File: src/rtl/ppfs_regs.vh
/*
 * register map and field layout of the port pin function select block.
 * assumes a 32-bit apb slave with one aligned word per register.
 */
`ifndef PPFS_REGS_VH
`define PPFS_REGS_VH

// ==========================================================================
// register byte offsets
`define PPFS_OFF_PA_DIR     12'h000
`define PPFS_OFF_PA_FSEL1   12'h004
`define PPFS_OFF_PA_FSEL2   12'h008
`define PPFS_OFF_PB_DIR     12'h00c

// ==========================================================================
// writable bit masks
`define PPFS_MASK_PA_DIR    16'h03ff
`define PPFS_MASK_PA_FSEL1  16'h0005
`define PPFS_MASK_PA_FSEL2  16'h5555
`define PPFS_MASK_PB_DIR    16'h3fff

// ==========================================================================
// reset values
`define PPFS_RST_16         16'h0000

// ==========================================================================
// field positions
`define PPFS_FSEL1_PIN25    2
`define PPFS_FSEL1_PIN24    0
// pin indices on the port a pin vectors: pin 25 at the top, pin 16 at zero
`define PPFS_IDX_PIN25      9
`define PPFS_IDX_PIN24      8
`define PPFS_FSEL2_PINS     8
`define PPFS_REG_W          16

`endif

File: src/rtl/ppfs_reg16.v
/*
 * one 16-bit software register whose reserved bits are masked.
 * assumes a synchronous write strobe in the pclk domain.
 */
`timescale 1ns/10ps
`default_nettype none
`include "ppfs_regs.vh"

module ppfs_reg16 #(
  parameter [15:0] WMASK = 16'hffff
) (
  // clock and reset
  input  wire        pclk,
  input  wire        presetn,
  // write side
  input  wire        wr_en,
  input  wire [15:0] wr_data,
  // stored value
  output reg  [15:0] value_reg
);

  // ==========================================================================
  // storage
  always @(posedge pclk or negedge presetn) begin
    if (!presetn) begin
      value_reg <= `PPFS_RST_16;
    end else if (wr_en) begin
      value_reg <= wr_data & WMASK;
    end
  end

endmodule
`default_nettype wire

File: src/rtl/ppfs_top.v
/*
 * port pin function select: direction and function control for
 * port a pins 25..16 and direction control only for port b pins 13..0, reached over apb.
 * assumes the pin pads combine the output enables with pin data, and
 * that the external bus controller supplies address lines 25..16.
 */
// The register addresses and the APB interface to the registers were decided locally.
`timescale 1ns/10ps
`default_nettype none
`include "ppfs_regs.vh"

module ppfs_top #(
  parameter PA_PINS = 10,
  parameter PB_PINS = 14
) (
  // clock and reset
  input  wire               pclk,
  input  wire               presetn,
  // apb slave
  input  wire               psel,
  input  wire               penable,
  input  wire               pwrite,
  input  wire [11:0]        paddr,
  input  wire [31:0]        pwdata,
  input  wire [3:0]         pstrb,
  output reg  [31:0]        prdata,
  output reg                pready,
  output reg                pslverr,
  // port a pins 25..16
  input  wire [PA_PINS-1:0] pa_gpio_out,
  input  wire [PA_PINS-1:0] pa_bus_addr,
  output reg  [PA_PINS-1:0] pa_pin_out,
  output reg  [PA_PINS-1:0] pa_pin_oe_n,
  output reg  [PA_PINS-1:0] pa_alt_sel,
  // port b pins 13..0
  input  wire [PB_PINS-1:0] pb_gpio_out,
  output reg  [PB_PINS-1:0] pb_pin_out,
  output reg  [PB_PINS-1:0] pb_pin_oe_n
);

  // ==========================================================================
  // bus decode
  wire        setup_ph;
  wire        wr_fire;
  wire        hit_pa_dir;
  wire        hit_fsel1;
  wire        hit_fsel2;
  wire        hit_pb_dir;
  wire        hit_any;
  wire [15:0] wr_val;
  wire [15:0] pa_dir_q;
  wire [15:0] fsel1_q;
  wire [15:0] fsel2_q;
  wire [15:0] pb_dir_q;
  reg  [15:0] rd_mux;
  reg  [PA_PINS-1:0] pa_alt;

  // answer in the access cycle: setup is registered, pready rises for one edge
  assign setup_ph   = psel & ~penable;
  assign hit_pa_dir = (paddr == `PPFS_OFF_PA_DIR);
  assign hit_fsel1  = (paddr == `PPFS_OFF_PA_FSEL1);
  assign hit_fsel2  = (paddr == `PPFS_OFF_PA_FSEL2);
  assign hit_pb_dir = (paddr == `PPFS_OFF_PB_DIR);
  assign hit_any    = hit_pa_dir | hit_fsel1 | hit_fsel2 | hit_pb_dir;
  assign wr_fire    = psel & penable & pready & pwrite & hit_any;
  // only the low halfword lanes carry register bits
  assign wr_val     = {(pstrb[1] ? pwdata[15:8] : rd_mux[15:8]),
                       (pstrb[0] ? pwdata[7:0]  : rd_mux[7:0])};

  // ==========================================================================
  // registers
  ppfs_reg16 #(.WMASK(`PPFS_MASK_PA_DIR)) u_pa_dir (
    .pclk      (pclk),
    .presetn   (presetn),
    .wr_en     (wr_fire & hit_pa_dir),
    .wr_data   (wr_val),
    .value_reg (pa_dir_q)
  );

  ppfs_reg16 #(.WMASK(`PPFS_MASK_PA_FSEL1)) u_fsel1 (
    .pclk      (pclk),
    .presetn   (presetn),
    .wr_en     (wr_fire & hit_fsel1),
    .wr_data   (wr_val),
    .value_reg (fsel1_q)
  );

  ppfs_reg16 #(.WMASK(`PPFS_MASK_PA_FSEL2)) u_fsel2 (
    .pclk      (pclk),
    .presetn   (presetn),
    .wr_en     (wr_fire & hit_fsel2),
    .wr_data   (wr_val),
    .value_reg (fsel2_q)
  );

  ppfs_reg16 #(.WMASK(`PPFS_MASK_PB_DIR)) u_pb_dir (
    .pclk      (pclk),
    .presetn   (presetn),
    .wr_en     (wr_fire & hit_pb_dir),
    .wr_data   (wr_val),
    .value_reg (pb_dir_q)
  );

  // ==========================================================================
  // read mux
  always @* begin
    rd_mux = `PPFS_RST_16;
    if (hit_pa_dir) begin
      rd_mux = pa_dir_q;
    end else if (hit_fsel1) begin
      rd_mux = fsel1_q;
    end else if (hit_fsel2) begin
      rd_mux = fsel2_q;
    end else if (hit_pb_dir) begin
      rd_mux = pb_dir_q;
    end
  end

  always @(posedge pclk or negedge presetn) begin
    if (!presetn) begin
      pready  <= 1'b0;
      pslverr <= 1'b0;
      prdata  <= 32'h0000_0000;
    end else begin
      pready  <= setup_ph;
      pslverr <= setup_ph & ~hit_any;
      if (setup_ph & ~pwrite) begin
        prdata <= {16'h0000, rd_mux};
      end else if (!setup_ph) begin
        prdata <= 32'h0000_0000;
      end
    end
  end

  // ==========================================================================
  // pin function decode: pin 25 at index 9 down to pin 16 at index 0
  integer i;
  always @* begin
    pa_alt = {PA_PINS{1'b0}};
    pa_alt[`PPFS_IDX_PIN25] = fsel1_q[`PPFS_FSEL1_PIN25];
    pa_alt[`PPFS_IDX_PIN24] = fsel1_q[`PPFS_FSEL1_PIN24];
    for (i = 0; i < `PPFS_FSEL2_PINS; i = i + 1) begin
      pa_alt[i] = fsel2_q[2*i];
    end
  end

  // ==========================================================================
  // pad drive, registered so every output comes from a flip-flop
  always @(posedge pclk or negedge presetn) begin
    if (!presetn) begin
      pa_pin_out  <= {PA_PINS{1'b0}};
      pa_pin_oe_n <= {PA_PINS{1'b1}};
      pa_alt_sel  <= {PA_PINS{1'b0}};
      pb_pin_out  <= {PB_PINS{1'b0}};
      pb_pin_oe_n <= {PB_PINS{1'b1}};
    end else begin
      pa_alt_sel  <= pa_alt;
      // address lines always drive; direction bit ignored in alternate mode
      pa_pin_out  <= (pa_alt & pa_bus_addr) | (~pa_alt & pa_gpio_out);
      pa_pin_oe_n <= ~(pa_alt | pa_dir_q[PA_PINS-1:0]);
      // port b alternate selects live elsewhere, so general i/o is assumed
      pb_pin_out  <= pb_gpio_out;
      pb_pin_oe_n <= ~pb_dir_q[PB_PINS-1:0];
    end
  end

endmodule
`default_nettype wire

File: config.mk
export PLATFORM = sky130hd
export DESIGN_NAME = ppfs_top
export DESIGN_NICKNAME = d
export VERILOG_FILES = /design/src/rtl/ppfs_reg16.v /design/src/rtl/ppfs_top.v
export VERILOG_INCLUDE_DIRS = /design/src /design/src/rtl
export SDC_FILE = /design/constraint.sdc
export NUM_CORES = 1
export LEC_CHECK = 0
export BUFFER_PORTS_ARGS = -buffer_cell sky130_fd_sc_hd__clkbuf_2
export CAP_MARGIN = 20
export CELL_PAD_IN_SITES_DETAIL_PLACEMENT = 0
export CELL_PAD_IN_SITES_GLOBAL_PLACEMENT = 1
export CORE_AREA = 2 2 112 114
export DETAILED_ROUTE_END_ITERATION = 8
export DIE_AREA = 0 0 114 116
export GPL_TIMING_DRIVEN = 1
export PLACE_DENSITY = 0.79
export SLEW_MARGIN = 20
export SYNTH_ARGS = -nofsm -noshare
export SYNTH_HDL_FRONTEND = slang
export SYNTH_HIERARCHICAL = 1
export SYNTH_SLANG_ARGS = --single-unit
File: constraint.sdc
create_clock -name pclk -period 5.4 [get_ports pclk]
set_input_delay 0 -clock pclk [delete_from_list [all_inputs] [get_ports pclk]]
set_output_delay 0 -clock pclk [all_outputs]
set_load 0.05 [all_outputs]
## Word level (Yosys, flattened, before mapping)

Index checks and enable logic that the tools add are counted.

- Eq/ne operators: 4
- Muxes and demuxes: 8
- Bitwise gates (word level): 24
- Reduce and logical (&&, ||, !) cells: 1

Operators by type and width:

| operator | count |
|---|---|
| 32-bit two-way mux | 2 |
| 15-bit two-way mux | 3 |
| 12-bit by 4-bit equality test with 1-bit output (second input constant) | 2 |
| 10-bit bitwise AND | 2 |
| 10-bit NOT | 2 |
| 10-bit bitwise OR | 2 |
| 14-bit two-way mux | 1 |
| 14-bit NOT | 1 |
| 12-bit by 3-bit equality test with 1-bit output (second input constant) | 1 |
| 12-bit zero test | 1 |
| 1-bit bitwise AND | 11 |
| 8-bit two-way mux | 1 |
| 7-bit two-way mux | 1 |
| 1-bit NOT | 3 |
| 1-bit bitwise OR | 3 |
| 2-bit by 1-bit inequality test with 1-bit output (second input constant) | 1 |

- Bits in registers: 126
- Input bits: 87
- Output and inout port bits: 92
- Word-level logic and storage cells: 49

## Logic depth before layout (Yosys ltp)

Gate-level depths: netlist (run 1).

- Depth in word-level cells: 6
- Depth in mapped cells: 6
- Depth with buffers taken out: 4

## Cells and area by module

Netlist (run 1), hierarchy kept.

Modules (own cells, without submodules):

| module | times used | cells an instance | area an instance (um^2) | seq. area each (um^2) |
|---|---|---|---|---|
| ppfs_top | 1 | 201 | 3121.7 | 1931.9 |
| ppfs_reg16 at u_pb_dir | 1 | 32 | 538.0 | 350.3 |
| ppfs_reg16 at u_pa_dir | 1 | 28 | 460.4 | 250.2 |
| ppfs_reg16 at u_fsel2 | 1 | 26 | 395.4 | 200.2 |
| ppfs_reg16 at u_fsel1 | 1 | 19 | 181.4 | 50.0 |

## Worst setup path after synthesis (run 1)

OpenSTA, ideal clock, no wires.

- Kind: register to register
- Start: register pready
- End: register u_pb_dir.value_reg[10]
- Setup time: 125 ps
- Arrival: 2013 ps
- Required time: 5275 ps
- Slack: 3262 ps
- Cell stages (with the launch flop): 6
- Buffers on the path: 1
- Period minus slack after synthesis: 2138 ps
- Cells stage by stage: dfrtp_1 -> nand4_1 -> or4_4 -> nor2_1 -> buf_6 -> mux2_2

- Longest elaborated chain between the ends: 4

Ends and longest elaborated chain:

| element | line | RTL |
|---|---|---|
| start, declared | ppfs_top.v:27 | `output reg pready,` |
| start signal, assigned | ppfs_top.v:125 | `pready <= setup_ph;` |
| 1-bit bitwise AND (3 in series) | ppfs_top.v:65 | `assign wr_fire = psel & penable & pready & pwrite & hit_any;` |
| 1-bit bitwise AND | ppfs_top.v:99 | `.wr_en (wr_fire & hit_pb_dir),` |
| end signal, assigned | ppfs_reg16.v:26 | `` value_reg <= `PPFS_RST_16; `` |
| end signal, assigned | ppfs_reg16.v:28 | `value_reg <= wr_data & WMASK;` |
| end, declared | ppfs_reg16.v:19 | `output reg [15:0] value_reg` |

No other way between the ends.
A chain may end at the register's enable or synchronous reset.

## Final worst setup path (run 1)

- Start: register pready
- End: register u_pb_dir.value_reg[9]

The elaborated chain is that of the path after synthesis.

==> results.md, run 1 <==
* WP data arrival at 2580 ps
* Rows at 40
* Root buffer cell: clkbuf_16
* Worst setup SP type: register
* CP max stage cell: nor2_1
* Die width at between 100 and 150 um
* Post-CTS setup buffer count at 0
* Layout net count at 571
* Cells after synthesis at 305
* WP buf/inv at 1
* DP HPWL at between 6000 and 7000 um
* Final setup fails at 0
* Max Fclk at roughly 430 MHz
* Max Slew Vio Count at 0
* Critical-path cell list: nand4_1, or4_4, nor2_1, buf_4, mux2_2
* CTS tree: yes
* Largest net degree at the start of global routing at 75
* Number of H-tree levels at 3
* Final Hold Vio Count at 0
* Final ANT Viol Nets at 0
* Wire per inst at 16.3 um
* Setup TNS at 0 ps
* Multi-input logic area at around 0.0016 mm^2
* Sequential Area at 0.00278 mm^2
* Vias in the first global route at ~3000
* Top reg by flops: prdata
* Crit path max-delay family: simple AND/OR/NAND/NOR gates
* Die Y-Extent at between 100 and 150 um
* Mapped Area at 0.00469 mm^2
* Crit path largest cell delay at 640 ps
* Worst min path class: input pin to register
* Clock tree buffer depth at 2
* Area delta synth->final at 28.6%
* CTS Hold Bufs at 37
* CTS Sinks at 110
* # Max-Cap Violations at 0
* CTS resizes at 0
* Required time of the worst setup path at 5630 ps
* Share of cells above drive strength 1 at 0.526
* Register clock-pin slew on the reported worst setup and hold paths at 70 ps
* Largest register FFs at 16
* Port bufs at ~140
* DIE AREA at roughly 0.013 mm^2
* Global-route wire length before repair at approximately 16000 um
* Core area at ~0.012 mm^2
* Drc violations at 0
* Syn_area_per_cell at 15.4 um^2
* CTS Buf Count at 9
* Max Clock Skew at 3.84 ps
* Slew at the pin closest to its max-slew limit at 899 ps
* Antenna violations before repair at 0
* P_leak at 0.00296 uW
* Period utilisation layout at 0.435
* Via count at between 2000 and 3000
* Outcome: finished clean
* PD cells at 277 mW/mm^2
* First-iteration detailed-routing DRC count at 132
* Yosys warning count at 6
* Vias per inst at 4.63
* Initial core utilization at 0.394
* GPL Wtd Cong at 0.718
* N_diodes at 0
* Top Ports at 179
* Largest fanout on the critical path at 8
* Max_slew headroom at 0.400
* Total grt overflow at 0
* Worst VDD drop at 0.134 mV
* Crit path kind: register to register
* Fill count at 1040
* Wirelength, routed at just over 10000 um
* Total GRT Usage at 0.166
* Nature of the critical path endpoint: register
* Final Critical Period at 2350 ps
* Skew-Pair Late Insertion Delay at between 300 and 400 ps
* First-pass detailed-route iteration total at 4
* Finished Core Util at 0.506
* RSZ-0062 raised after global routing: no
* Hold Slack at 24.5 ps
[through the flow]
| step | area (um^2) | std cells | setup WS, ps | total power (uW) |
|---|---|---|---|---|
| 6_report | 6030 | 636 | 3050 | 1670 |
| 5_1_grt | 6030 | 636 | 2840 | 1740 |
| 3_5_place_dp | 5360 | 583 | 2590 | 1010 |
| 3_3_place_gp | 5360 | 583 | 2640 | 1010 |
| 4_1_cts | 6030 | 636 | 2950 | 1700 |
| 2_1_floorplan | 4840 | 346 | 3260 | 979 |
[layout by cell type, fill, tap and decap left out, drive strengths merged]
cell type,count
nor3,1
or2,1
mux2,44
nor4,3
dfstp,24
clkinv,2
nor3b,2
bufinv,1
inv,14
nand4,1
conb,46
buf,6
mux4,16
dlygate4sd3,37
or4,3
and2,1
a22o,31
clkbuf,155
nor2b,1
o31a,1
dfrtp,86
nor2,11
nand2,1
or3b,1
[power by group]
group          switching [uW]  internal (uW)  leakage [uW]  total [uW]
logic                     117           64.7       0.00142         182
clock network             279            373      0.000144         652
registers                2.48            835       0.00140         837
total                     399           1270       0.00296        1670
[area by class of cell]
class / count / area share
clock inverter: 3 / 0.00726
tap: 147 / 0.0305
multi-input combinational: 164 / 0.264
timing repair buffer: 185 / 0.187
sequential: 110 / 0.462
clock buffer: 13 / 0.0415
inverter: 14 / 0.00872
[worst reg2reg max path: cells and delay by family, from the launching register on]
family / cells / cell delay, ps
AND/OR/NAND/NOR: 3 / 1220
flip-flops: 1 / 350
multiplexers: 1 / 350
buffers and inverters: 1 / 310
[per-layer routing]
layer	routed length (um)	GRT usage	vias to the layer above
li1	-	-	1341
met2	5090	0.278	113
met4	172	0.0634	0
met5	0	0	-
met3	576	0.0345	12
met1	4550	0.214	1477
[final timing paths]
check | start | end | slack (ps) | depth (start not counted)
max | pready | u_pb_dir/value_reg[9] | 3050 | 5
min | pwdata[14] | u_fsel2/value_reg[14] | 20 | 3
max reg2reg | pready | u_pb_dir/value_reg[9] | 3050 | 5
min reg2reg | u_pb_dir/value_reg[2] | pb_pin_oe_n[2] | 400 | 1
max in group asynchronous | presetn | pa_alt_sel[4] | 3960 | 3
min in group asynchronous | presetn | pb_pin_out[7] | 150 | 2
Power figures use the tool's default switching activity.
==> run 2, diff against run 1 <==
--- a/config.mk
+++ b/config.mk
@@ -10,11 +10,11 @@
 export CAP_MARGIN = 20
 export CELL_PAD_IN_SITES_DETAIL_PLACEMENT = 0
 export CELL_PAD_IN_SITES_GLOBAL_PLACEMENT = 1
-export CORE_AREA = 2 2 112 114
+export CORE_AREA = 2 2 119 121
 export DETAILED_ROUTE_END_ITERATION = 8
-export DIE_AREA = 0 0 114 116
+export DIE_AREA = 0 0 121 123
 export GPL_TIMING_DRIVEN = 1
-export PLACE_DENSITY = 0.79
+export PLACE_DENSITY = 0.74
 export SLEW_MARGIN = 20
 export SYNTH_ARGS = -nofsm -noshare
 export SYNTH_HDL_FRONTEND = slang
==> constraint.sdc (replaced) <==
create_clock -name pclk -period 2.08 [get_ports pclk]
set_input_delay 0 -clock pclk [delete_from_list [all_inputs] [get_ports pclk]]
set_output_delay 0 -clock pclk [all_outputs]
set_load 0.05 [all_outputs]
==> run 2 against run 1 <==
Worst setup slack got worse by 2900 ps. Sequential power increased to 2.6 times the previous value. Clock power increased to 2.8 times the previous value. Power increased to 2.7 times the previous value. Sequential share of layout area decreased by 1.4 points. Non-clock buffer count increased by 15. Critical path type unchanged. Largest cell class unchanged. Largest power group unchanged.
==> results.md, run 2 (same netlist as run 1, synthesis figures left out) <==
* Outcome: finished clean (unchanged)
* CTS tree: yes (unchanged)
* Die Y-Extent at 123 um (was 116 um)
* Final Hold Vio Count at 0 (unchanged)
* Dpl cell area at 0.00555 mm^2 (was 0.00536 mm^2)
* First-pass detailed-route iteration total at 4 (unchanged)
* Most common cell after layout, fill and taps aside: clkbuf_2 (unchanged)
* CTS Buf Count at 9 (unchanged)
* Finished Core Util at 0.457 (was 0.506)
* Core area at 0.0136 mm^2 (was 0.0119 mm^2)
* Final non-filler cell area at 0.00623 mm^2 (was 0.00603 mm^2)
* Max_slew headroom at 0.557 (was 0.400)
* Vias per inst at 4.47 (was 4.63)
* RSZ-0062 raised after global routing: no (unchanged)
* Worst VDD drop at 0.330 mV (was 0.134 mV)
* Initial core utilization at 0.344 (was 0.394)
* Root buffer cell: clkbuf_16 (unchanged)
* Critical Path Sink: u_fsel2/value_reg[2] (was u_pb_dir/value_reg[9])
* CTS Sinks at 110 (unchanged)
* Max Clock Skew at 14.0 ps (was 3.84 ps)
* Top Ports at 179 (unchanged)
* Antenna violations before repair at 0 (unchanged)
* WP data arrival at 2130 ps (was 2580 ps)
* Largest register FFs at 16 (unchanged)
* Die width at 121 um (was 114 um)
* FF-to-FF Start: pready (unchanged)
* Cells on worst reg2reg path at 5 (unchanged)
* Flop pwr share at 0.486 (was 0.501)
* DIE AREA at 0.0149 mm^2 (was 0.0132 mm^2)
* Register clock-pin slew on the reported worst setup and hold paths at 80 ps (was 70 ps)
* Most frequent cells in the layout: 142 x clkbuf_2, 85 x dfrtp_1, 46 x conb_1 (was 142 x clkbuf_2, 86 x dfrtp_1, 46 x conb_1)
* Worst min path class: input pin to register (unchanged)
* GPL Wtd Cong at 0.747 (was 0.718)
* Tot Pwr at 4480 uW (was 1670 uW)
* Largest fanout on the critical path at 6 (was 8)
* Worst r2r dst: u_fsel2/value_reg[2] (was u_pb_dir/value_reg[9])
* Nature of the critical path endpoint: register (unchanged)
* Critical-path cell list: nand4_1, or4_4, nor3b_2, buf_4, mux2_4 (was nand4_1, or4_4, nor2_1, buf_4, mux2_2)
* Hold_sp: pwdata[11] (was pwdata[14])
* DP HPWL at 7660 um (was 6920 um)
* # Max-Cap Violations at 0 (unchanged)
* Final ANT Viol Nets at 0 (unchanged)
* Comb pwr share at 0.111 (was 0.109)
* Internal power at 3400 uW (was 1270 uW)
* Total GRT Usage at 0.153 (was 0.166)
* Port bufs at 143 (unchanged)
* Global-route wire length before repair at 17000 um (was 16300 um)
* Crit path largest cell delay at 480 ps (was 640 ps)
* Net Sw Frac at 0.239 (about the same)
* Share of cells above drive strength 1 at 0.544 (was 0.526)
* Required time of the worst setup path at 2310 ps (was 5630 ps)
* Clock power frac at 0.404 (was 0.390)
* Number of H-tree levels at 3 (unchanged)
* Wire per inst at 16.0 um (was 16.3 um)
* First-iteration detailed-routing DRC count at 143 (was 132)
* Crit path kind: register to register (unchanged)
* CP max stage cell: or4_4 (was nor2_1)
* Slew at the pin closest to its max-slew limit at 664 ps (was 899 ps)
* Area delta synth->final at 32.8% (was 28.6%)
* N_diodes at 0 (unchanged)
* Skew-Pair Late Insertion Delay at 360 ps (was 340 ps)
* Rows at 43 (was 40)
* CTS resizes at 0 (unchanged)
* Layout net count at 586 (was 571)
* Max Fclk at 528 MHz (was 426 MHz)
* Via count at 3055 (was 2943)
* Drc violations at 0 (unchanged)
* Vias in the first global route at 3162 (was 3070)
* Final Critical Period at 1890 ps (was 2350 ps)
* Worst setup SP type: register (unchanged)
* Largest net degree at the start of global routing at 49 (was 75)
* Total grt overflow at 0 (unchanged)
* Switching pwr at 1070 uW (was 399 uW)
* Top reg by flops: prdata (unchanged)
* Period utilisation layout at 0.910 (was 0.435)
* Final setup fails at 0 (unchanged)
* Crit path from: pready (unchanged)
* Max Slew Vio Count at 0 (unchanged)
* Clock tree buffer depth at 2 (unchanged)
* P_leak at 0.00305 uW (was 0.00296 uW)
* Wirelength, routed at 10900 um (was 10400 um)
* Worst R2R Setup Slack at 190 ps (was 3050 ps)
* PD cells at 719 mW/mm^2 (was 277 mW/mm^2)
==> run 2: layout make-up <==
type / count / area (um^2)
fillers: 1240 / 7390
multi-input cells: 164 / 1590
well taps: 180 / 225
flip-flops and latches: 110 / 2780
inverters: 14 / 52.6
clock inverters: 4 / 72.6
clock buffers: 12 / 236
repair buffers: 200 / 1260
==> run 2: how the worst min path moves through the flow <==
stage                        endpoint  slack, ps  depth (start not counted)
2_1_floorplan           pa_alt_sel[0]       -300                          0
3_3_place_gp           pb_pin_out[12]         70                          1
3_5_place_dp            pb_pin_out[2]         70                          1
4_1_cts         u_fsel2/value_reg[14]         10                          3
5_1_grt        u_pb_dir/value_reg[13]         30                          3
6_report       u_pb_dir/value_reg[11]         30                          3
==> run 2: metal layers <==
layer  track usage  routed length (um)
met5             0                   0
met2         0.252                5340
met4        0.0654                 202
met1         0.199                4850
met3        0.0277                 538
==> run 2: power by group through the flow <==
| stage | Clock, uW | Sequential, uW | Combinational, uW |
|---|---|---|---|
| floorplan | 0 | 2310 | 235 |
| global placement | 0 | 2210 | 438 |
| detailed placement | 0 | 2210 | 445 |
| CTS | 1860 | 2170 | 499 |
| global route | 1940 | 2170 | 535 |
| finish | 1810 | 2170 | 495 |
==> run 2: stage by stage <==
| stage | std cells | setup TNS [ps] | worst slack, ps | hold slack [ps] |
|---|---|---|---|---|
| after global routing | 684 | 0 | 94.7 | 32.1 |
| after CTS | 684 | 0 | 148 | 10.9 |
| after global placement | 631 | 0 | 21.5 | 65.6 |
| final | 684 | 0 | 187 | 26.4 |
| after floorplan | 346 | 0 | 76.9 | -296 |
| after detailed placement | 631 | -152 | -30.2 | 74.9 |
==> run 2: what timing repair did <==
item,in CTS,in global routing
setup buffers,0,0
hold buffers,37,0
endpoints found under the hold margin,60,0
==> run 2: critical path, delay by kind of cell, from the launching register on <==
| family | cells | cell delay (ps) |
|---|---|---|
| mux | 1 | 310 |
| buf+inv | 1 | 220 |
| flops | 1 | 370 |
| simple gates | 3 | 880 |
